<file path="config.mk">
export PLATFORM = sky130hd
export DESIGN_NAME = rps_sequencer
export DESIGN_NICKNAME = d
export VERILOG_FILES = /design/src/verilog/rps_sequencer.v /design/src/verilog/rps_sync2.v
export VERILOG_INCLUDE_DIRS = /design/src /design/src/inc
export SDC_FILE = /design/constraint.sdc
export NUM_CORES = 1
export LEC_CHECK = 0
export ABC_AREA = 1
export BUFFER_PORTS_ARGS = -buffer_cell sky130_fd_sc_hd__buf_2
export CAP_MARGIN = 30
export CORE_ASPECT_RATIO = 0.6
export CORE_MARGIN = 3
export CORE_UTILIZATION = 44
export DETAILED_ROUTE_END_ITERATION = 16
export PLACE_DENSITY = 0.72
export SETUP_SLACK_MARGIN = 0.4
export SYNTH_ARGS = -nofsm -noshare
export SYNTH_HDL_FRONTEND = slang
export SYNTH_SLANG_ARGS = --single-unit
</file>
<file path="constraint.sdc">
create_clock -name ref_clk -period 1.6 [get_ports ref_clk]
set_input_delay 0.48 -clock ref_clk [delete_from_list [all_inputs] [get_ports ref_clk]]
set_output_delay 0.48 -clock ref_clk [all_outputs]
set_load 0.05 [all_outputs]
</file>
<file path="src/inc/rps_defines.vh">
// Constants for the reset pin sequencer.
// Assumes inclusion by bare name from design files; definitions only.
`ifndef RPS_DEFINES_VH
`define RPS_DEFINES_VH

// ----------------------------------------------------------------------
// Soft reset pin drive timing
// ----------------------------------------------------------------------
`define RPS_SOFT_DRIVE_CYCLES 6
`define RPS_CNT_W 4

// ----------------------------------------------------------------------
// Power-on style reset stretch after hardware pin release
// ----------------------------------------------------------------------
`define RPS_POR_STRETCH_CYCLES 16

// ----------------------------------------------------------------------
// Soft reset pin sense window after release (two sync flops plus one)
// ----------------------------------------------------------------------
`define RPS_SENSE_CYCLES 3

// ----------------------------------------------------------------------
// Synchroniser levels while in reset
// ----------------------------------------------------------------------
`define RPS_SYNC_HW_INIT 1'b0
`define RPS_SYNC_SOFT_INIT 1'b1

`endif

</file>
<file path="src/verilog/rps_sequencer.v">
// Reset pin sequencer: handles the hardware and soft reset pins.
// Assumes one clock ref_clk, synchronous reset, pins asynchronous.
`timescale 1ns/100ps
`include "rps_defines.vh"

module rps_sequencer #(
  parameter DRIVE_CYCLES = `RPS_SOFT_DRIVE_CYCLES,
  parameter POR_CYCLES = `RPS_POR_STRETCH_CYCLES
) (
  input wire ref_clk,
  input wire reset,
  input wire clk_en,
  input wire hw_reset_pad_n,
  input wire soft_reset_pad_in,
  output reg soft_reset_pad_out,
  output reg soft_reset_pad_oe,
  output reg por_reset,
  output reg core_reset,
  output reg run_enable,
  output reg soft_reset_active
);

  // ------------------------------------------------------------------
  // Pin synchronisers
  // ------------------------------------------------------------------
  wire hw_n_sync;
  wire soft_n_sync;

  // Both pads cross into ref_clk before any logic
  // Hardware sync starts asserted: no false stretch out of reset
  rps_sync2 #(
    .RESET_VAL(`RPS_SYNC_HW_INIT)
  ) u_sync_hw (
    .ref_clk(ref_clk),
    .reset(reset),
    .clk_en(clk_en),
    .async_in(hw_reset_pad_n),
    .sync_out(hw_n_sync)
  );

  rps_sync2 #(
    .RESET_VAL(`RPS_SYNC_SOFT_INIT)
  ) u_sync_soft (
    .ref_clk(ref_clk),
    .reset(reset),
    .clk_en(clk_en),
    .async_in(soft_reset_pad_in),
    .sync_out(soft_n_sync)
  );

  // ------------------------------------------------------------------
  // State and counters
  // ------------------------------------------------------------------
  // Counter end values, cut to the counter widths on purpose
  localparam CW = `RPS_CNT_W;
  localparam PW = `RPS_CNT_W + 2;
  localparam integer DRIVE_END = DRIVE_CYCLES - 1;
  localparam integer POR_END = POR_CYCLES - 1;
  localparam integer SENSE_END = `RPS_SENSE_CYCLES - 1;
  localparam [CW-1:0] DRIVE_LAST = DRIVE_END[CW-1:0];
  localparam [PW-1:0] POR_LAST = POR_END[PW-1:0];
  localparam [CW-1:0] SENSE_LAST = SENSE_END[CW-1:0];
  localparam [CW-1:0] CNT_ONE = {{(CW-1){1'b0}}, 1'b1};
  localparam [PW-1:0] POR_ONE = {{(PW-1){1'b0}}, 1'b1};

  // Sequencer states
  localparam [2:0] ST_HOLD = 3'h0; // Hardware pad held low
  localparam [2:0] ST_POR = 3'h1; // Power-on stretch
  localparam [2:0] ST_RUN = 3'h2; // Core may execute
  localparam [2:0] ST_DRIVE = 3'h3; // Soft pad driven low
  localparam [2:0] ST_SENSE = 3'h4; // Soft pad released, resampled
  localparam [2:0] ST_SOFT = 3'h5; // Soft pad seen high

  reg [2:0] state;
  reg [2:0] next_state;
  reg [CW-1:0] drive_cnt;
  reg [CW-1:0] next_drive_cnt;
  reg [PW-1:0] por_cnt;
  reg [PW-1:0] next_por_cnt;

  // ------------------------------------------------------------------
  // Sequencing
  // ------------------------------------------------------------------
  // Next state decision
  always @* begin
    next_state = state;
    case (state)
      ST_HOLD: begin
        if (hw_n_sync)
          next_state = ST_POR;
      end
      ST_POR: begin
        if (por_cnt == POR_LAST)
          next_state = ST_RUN;
      end
      ST_RUN: begin
        if (!soft_n_sync)
          next_state = ST_DRIVE;
      end
      ST_DRIVE: begin
        if (drive_cnt == DRIVE_LAST)
          next_state = ST_SENSE;
      end
      ST_SENSE: begin
        // Released pin needs the sync delay before a fair sample
        if (drive_cnt == SENSE_LAST) begin
          if (soft_n_sync)
            next_state = ST_SOFT;
          else
            next_state = ST_DRIVE;
        end
      end
      ST_SOFT: begin
        next_state = ST_RUN;
      end
      default: begin
        next_state = ST_HOLD;
      end
    endcase
    // Hardware pin low overrides everything
    if (!hw_n_sync)
      next_state = ST_HOLD;
  end

  // Counter next values; the drive counter only runs in the soft loop
  always @* begin
    next_drive_cnt = {CW{1'b0}};
    if (next_state == state && (state == ST_DRIVE || state == ST_SENSE))
      next_drive_cnt = drive_cnt + CNT_ONE;
    next_por_cnt = {PW{1'b0}};
    if (state == ST_POR)
      next_por_cnt = por_cnt + POR_ONE;
  end

  // State register and counters
  always @(posedge ref_clk) begin
    if (reset) begin
      state <= ST_HOLD;
      drive_cnt <= {CW{1'b0}};
      por_cnt <= {PW{1'b0}};
    end else if (clk_en) begin
      state <= next_state;
      drive_cnt <= next_drive_cnt;
      por_cnt <= next_por_cnt;
    end
  end

  // ------------------------------------------------------------------
  // Outputs
  // ------------------------------------------------------------------
  reg next_por_reset;
  reg next_core_reset;
  reg next_run_enable;
  reg next_soft_active;
  reg next_pad_oe;

  // Reset controls for the coming state; decoded ahead so outputs are flops
  always @* begin
    next_por_reset = 1'b0;
    next_core_reset = 1'b1;
    next_run_enable = 1'b0;
    next_soft_active = 1'b0;
    next_pad_oe = 1'b0;
    case (next_state)
      ST_HOLD: begin
        next_por_reset = 1'b1;
      end
      ST_POR: begin
        next_por_reset = 1'b1;
      end
      ST_RUN: begin
        next_core_reset = 1'b0;
        next_run_enable = 1'b1;
      end
      ST_DRIVE: begin
        next_soft_active = 1'b1;
        next_pad_oe = 1'b1;
      end
      ST_SENSE: begin
        next_soft_active = 1'b1;
      end
      ST_SOFT: begin
        next_soft_active = 1'b1;
      end
      default: begin
        next_por_reset = 1'b1;
      end
    endcase
  end

  // Registered reset controls and pad drive
  always @(posedge ref_clk) begin
    if (reset) begin
      por_reset <= 1'b1;
      core_reset <= 1'b1;
      run_enable <= 1'b0;
      soft_reset_active <= 1'b0;
      soft_reset_pad_out <= 1'b0;
      soft_reset_pad_oe <= 1'b0;
    end else if (clk_en) begin
      // Power-on domain reset in hold and stretch only
      por_reset <= next_por_reset;
      // Core reset also during soft sequence; por domain untouched
      core_reset <= next_core_reset;
      run_enable <= next_run_enable;
      soft_reset_active <= next_soft_active;
      // Pad is only ever pulled low; the pull-up restores it
      soft_reset_pad_out <= 1'b0;
      soft_reset_pad_oe <= next_pad_oe;
    end
  end

endmodule

</file>
<file path="src/verilog/rps_sync2.v">
// Two-flop synchroniser for one asynchronous pin level.
// Assumes the pin is asynchronous to ref_clk; resets to RESET_VAL.
`timescale 1ns/100ps

module rps_sync2 #(
  parameter RESET_VAL = 1'b1
) (
  input wire ref_clk,
  input wire reset,
  input wire clk_en,
  input wire async_in,
  output reg sync_out
);

  reg stage1;

  // First flop feeds only the second
  always @(posedge ref_clk) begin
    if (reset) begin
      stage1 <= RESET_VAL;
      sync_out <= RESET_VAL;
    end else if (clk_en) begin
      stage1 <= async_in;
      sync_out <= stage1;
    end
  end

endmodule
</file>
Yosys cells after proc, flatten, opt, wreduce, memory -nomap -nowiden --
Cells that the tools add are included.
Storage, ports and cells: register bits 22, bits of input ports 5, output and inout bits 6, logic and storage cells 46
Operators by class: $add $sub $neg 2, equal/unequal tests 13, multiplexer cells 14, reduce and logical (&&, ||, !) cells 5
Operators by type and width (count):
- $mux W3 | 6
- $pmux W3 S6 | 1
- $eq A3 B2 Y1 const B | 4
- $eq A3 B3 Y1 const B | 4
- $add A6 B1 Y6 const B | 1
- $eq A6 B4 Y1 const B | 1
- $mux W6 | 1
- $mux W1 | 5
- $add A4 B1 Y4 const B | 1
- $eq A4 B2 Y1 const B | 1
- $eq A4 B3 Y1 const B | 1
- $mux W4 | 1
- $reduce_or A4 Y1 | 1
- $eq A3 B1 Y1 const B | 1
- $eq A3 B3 Y1 | 1
- $logic_not A3 Y1 | 1
- $reduce_or A3 Y1 | 1
- $logic_and A1 B1 Y1 | 1
- $logic_or A1 B1 Y1 | 1

Longest topological paths before layout --
depth in word-level cells 7, mapped depth 12, depth with buffers taken out 12

Cells and area by module --
Synthesis repeated with hierarchy kept, for this count alone.
Second synthesis, totals: cell total of the unflattened synthesis 167, area, all modules 1172.4 µm²
By module, submodules not included:
- rps_sequencer | instances 1, cells an instance 144, area each 1018.5 µm², seq. area each 360.3 µm²
- rps_sync2 at u_sync_hw | instances 1, cells an instance 13, area each 81.3 µm², seq. area each 40.0 µm²
- rps_sync2 at u_sync_soft | instances 1, cells an instance 10, area each 72.6 µm², seq. area each 40.0 µm²

Worst setup path before layout --
OpenSTA, ideal clock, no wires.
kind reg-to-reg, start point register drive_cnt[0], end point register soft_reset_active, arrival 1.252 ns, required time 1.491 ns, slack 0.240 ns, cell stages (with the launch flop) 11, buffers on the path 0, cell sequence dfxtp_1 -> inv_1 -> ha_1 -> nand3_1 -> inv_1 -> nand2_1 -> nand3_2 -> a31oi_1 -> nand2_1 -> nand2_1 -> inv_1
On the way: longest elaborated chain between the ends 7, elaborated cells between the ends (all ways) 11
Ends and longest elaborated chain:
- start: declaration | RTL line rps_sequencer.v:76 | reg [CW-1:0] drive_cnt;
- start signal: assignment | RTL line rps_sequencer.v:139 | drive_cnt <= {CW{1'b0}};
- start signal: assignment | RTL line rps_sequencer.v:143 | drive_cnt <= next_drive_cnt;
- $eq A4 B2 Y1 / $eq A4 B3 Y1 (equally long branches) | RTL line rps_sequencer.v:106, rps_sequencer.v:101
- $mux W3, on equally long branches | RTL line rps_sequencer.v:106, rps_sequencer.v:101
- $pmux W3 S6 * | RTL line rps_sequencer.v:87 | case (state)
- $mux W3 * | RTL line rps_sequencer.v:121 | if (!hw_n_sync)
- $eq A3 B2 Y1 / $eq A3 B3 Y1 (equally long branches) | RTL line rps_sequencer.v:164 | case (next_state)
- $reduce_or A3 Y1 (no line) *
- $mux W1 * | RTL line rps_sequencer.v:164
- end signal: assignment | RTL line rps_sequencer.v:206 | soft_reset_active <= next_soft_active;
- end: declaration | RTL line rps_sequencer.v:20 | output reg soft_reset_active
Mark *: on every way between the ends. The rest lies on a longest branch, timed or not. A chain may end at the register's enable or synchronous reset.

Worst setup path in the final report --
start point register drive_cnt[3], end point register state[0]
On the way: longest elaborated chain between the ends 4, elaborated cells between the ends (all ways) 6
Ends and longest elaborated chain:
- $eq A4 B2 Y1 / $eq A4 B3 Y1 (equally long branches) | RTL line rps_sequencer.v:106, rps_sequencer.v:101
- $mux W3, on equally long branches | RTL line rps_sequencer.v:106, rps_sequencer.v:101
- $pmux W3 S6 * | RTL line rps_sequencer.v:87
- $mux W3 * | RTL line rps_sequencer.v:121
- end signal: assignment | RTL line rps_sequencer.v:142 | state <= next_state;
- end: declaration | RTL line rps_sequencer.v:74 | reg [2:0] state;
Marked as above.

==> impl_metrics.ini <==
[worst_setup_path]
cp-start-kind = flip-flop
slowest_delay_ns = 0.38
end_kind = flip-flop
path_buf_inv = 2
critPathMaxFanout = 5
cp.arrival_ns = 1.89
required_ns = 1.79
crit_chain = nor2_1 -> nand2_1 -> nor2_2 -> nor2_2 -> nand2_2 -> nand2_4 -> buf_4 -> buf_4 -> a21oi_2
cpMaxStageDelayCell = dfxtp_1
cp_top_family = simple AND/OR/NAND/NOR gates
critPathKind = flip-flop to flip-flop

[power]
switching_share_pct = 25.6
p_total_uw = 1320
ir_worst_vdd_uv = 752
intPower_uw = 981
power.share.clock_pct = 39.4
leakagePower_uw = 0.000662
switchingPower_uw = 338
combinationalPowerShare_pct = 15.7
p_seq_share_pct = 44.9
power.density_nw_per_um2 = 814

[sta]
setup_slack_ns = -0.0991
skew_ns = 0.00196
tns_ns = -0.298
post-route-period-util_pct = 106
rsz0062_at_grt = yes
finalMaxSlewViolations = 0
hold_viol = 0
fmax_mhz = 589
fin_crit_ns = 1.70
finalSetupViolations = 6

[synthesis]
synth_compound_area_share_pct = 14.9
synth_top_family_by_area = simple AND/OR/NAND/NOR gates
synth_seq_area_share_pct = 37.4
synth_nets = 172
synthCells = 163
syn-cell-area_um2 = 1180
synth_seq_cells = 22
synth_cell_types = 26
yosysWarnings = 0
synth_xor_xnor_area_share_pct = 1.49
synthMuxAreaShare_pct = 0
synthSimpleGateAreaFrac_pct = 30.7
avgSynthCellArea_um2 = 7.23
synthAdderAreaFrac_pct = 4.25

[floorplanning]
die_x_um = 72.8
die_h_um = 46.1
start_util_pct = 50.3
core_area_um2 = 2340
ios = 11
rows = 13
die-area_um2 = 3360

[cts]
root_buffer = clkbuf_8
cts_buffer_depth = 2
path_clk_slew_ns = 0.08
clock_latency_ns = 0.27
cts.sinks = 22
cts_buffers = 3
cts_tree = built
hold_buffers = 0
h-tree-depth = 1

[placement]
gp_congestion = 0.921
portBuffers = 9
hpwl_mm = 1.94

[run]
cap_violations = 0

[global_route]
antenna_found_initial = 0
grt_max_degree = 14
grt_pass1_vias = 1026
grt_first_pass_wirelength_mm = 4.80
grt_usage_pct = 18.7
grt_overflow = 0

[cells_and_area]
area_delta_synth_final_pct = 37.5
n_antenna_cell = 0
final_nets = 195
drive_gt1_share_pct = 45.4

[route]
ant_nets = 0
wl_met2_mm = 1.53
wirelength_met1_mm = 1.48
first_pass_iters = 4
drt_wl_total_mm = 3.37
drtIter0Drc = 84
drcViolationCount = 0
wl_per_cell_um = 15.7
wl_met3_um = 286
top_layer_used = met4
routed-via-count = 1200
viasPerCell = 5.58

[hold_path]
hold_class = input pin to flip-flop

[run_status]
violations = setup timing
status = finished, violations left
synthesized netlist by cell type, drive strengths merged:
| master | number | area (µm²) |
|---|---|---|
| xor2 | 2 | 17.5 |
| a31oi | 1 | 6.26 |
| nand2 | 31 | 126 |
| or2 | 1 | 6.26 |
| nor2 | 18 | 75.1 |
| conb | 1 | 3.75 |
| o21ai | 13 | 65.1 |
| nand4 | 3 | 18.8 |
| ha | 4 | 50.1 |
| dfxtp | 22 | 440 |
| inv | 17 | 63.8 |
| a21oi | 17 | 104 |
| nand3 | 18 | 100 |
| clkbuf | 1 | 3.75 |
| nor3 | 6 | 35.0 |
| buf | 7 | 58.8 |
| clkinv | 1 | 3.75 |
cells by family (layout without fill, tap and decap cells):
family,after synthesis,after routing
fa+ha+maj,4,4
xor+xnor,2,2
buf+inv,26,48
flops,22,22
simple gates,77,77
compound gates,31,31
other cells,1,1
final timing paths:
path | startpoint | end | slack (ns) | cells past startpoint
hold reg to reg | u_sync_soft.stage1 | u_sync_soft.stage1 | 0.47 | 2
setup reg to reg | drive_cnt[3] | state[0] | -0.1 | 9
hold / removal | soft_reset_pad_in | u_sync_soft.stage1 | 0.42 | 3
setup / recovery | drive_cnt[3] | state[0] | -0.1 | 9
worst reg2reg max path, stage by stage, from the launching register on:
cell	delay, ns
dfxtp_1	0.38
nor2_1	0.29
nand2_1	0.16
nor2_2	0.12
nor2_2	0.05
nand2_2	0.15
nand2_4	0.08
buf_4	0.15
buf_4	0.12
a21oi_2	0.13
layout make-up:
| type | instances | area, µm² |
|---|---|---|
| multi-input cells | 115 | 727 |
| inverters | 18 | 80.1 |
| flip-flops and latches | 22 | 465 |
| clock buffers | 3 | 41.3 |
| well taps | 30 | 37.5 |
| clock inverters | 1 | 30.0 |
| repair buffers | 26 | 239 |
| fillers | 173 | 722 |
repair_timing:
item / CTS / global route
cloned: 0 / 0
pin swaps: 2 / 7
endpoints found under the setup margin: 23 / 23
resized for setup: 29 / 24
setup buffers: 6 / 7
flip-flops by register name, summed over array words and instances, names as in the netlist:
| name | count |
|---|---|
| state | 3 |
| drive_cnt | 4 |
| soft_reset_pad_oe | 1 |
| por_cnt | 6 |
| u_sync_hw.sync_out | 1 |
| run_enable | 1 |
| soft_reset_active | 1 |
| core_reset | 1 |
| u_sync_soft.sync_out | 1 |
| por_reset | 1 |
| u_sync_soft.stage1 | 1 |
| u_sync_hw.stage1 | 1 |
layer usage:
metal / up-vias / GRT usage [%]
met1: 551 / 26.3
met4: 0 / 5.51
li1: 580 / -
met5: - / 0
met2: 58 / 28.0
met3: 11 / 5.45
per-stage QoR:
stage	util [%]	worst slack [ns]	instance area [µm²]	hold slack, ns	cells
2_1_floorplan	-	0.293	1210	0.429	163
3_3_place_gp	53.8	0.0306	1260	0.434	198
3_5_place_dp	53.8	-0.0376	1260	0.444	198
4_1_cts	62.2	0.111	1460	0.424	208
5_1_grt	69.2	-0.123	1620	0.431	215
6_report	69.2	-0.0991	1620	0.422	215
power groups by stage:
stage / combinational [µW] / sequential (µW) / clock [µW]
after floorplan: 105 / 608 / 0
final: 207 / 592 / 520
after CTS: 160 / 589 / 526
after global placement: 138 / 600 / 0
after global routing: 221 / 595 / 551
after detailed placement: 140 / 601 / 0
layout by cell type (no fill, tap or decap), types with 2 or more instances in the layout:
cell type,instances
nand2_1,25
buf_4,15
nand3_1,12
nor2_1,10
inv_1,10
o21ai_0,10
a21oi_1,10
dfxtp_1,10
dfxtp_2,8
nand3_2,6
nor2_2,6
a21oi_2,6
nor3_1,5
buf_8,5
inv_2,4
nand2_2,4
dfxtp_4,4
buf_2,4
nand4_1,3
clkbuf_8,3
inv_4,2
clkinvlp_4,2
nand2_4,2
nor2_4,2
o21ai_1,2
xor2_1,2
ha_4,2
Note: power is estimated with default switching activity, not from simulation.
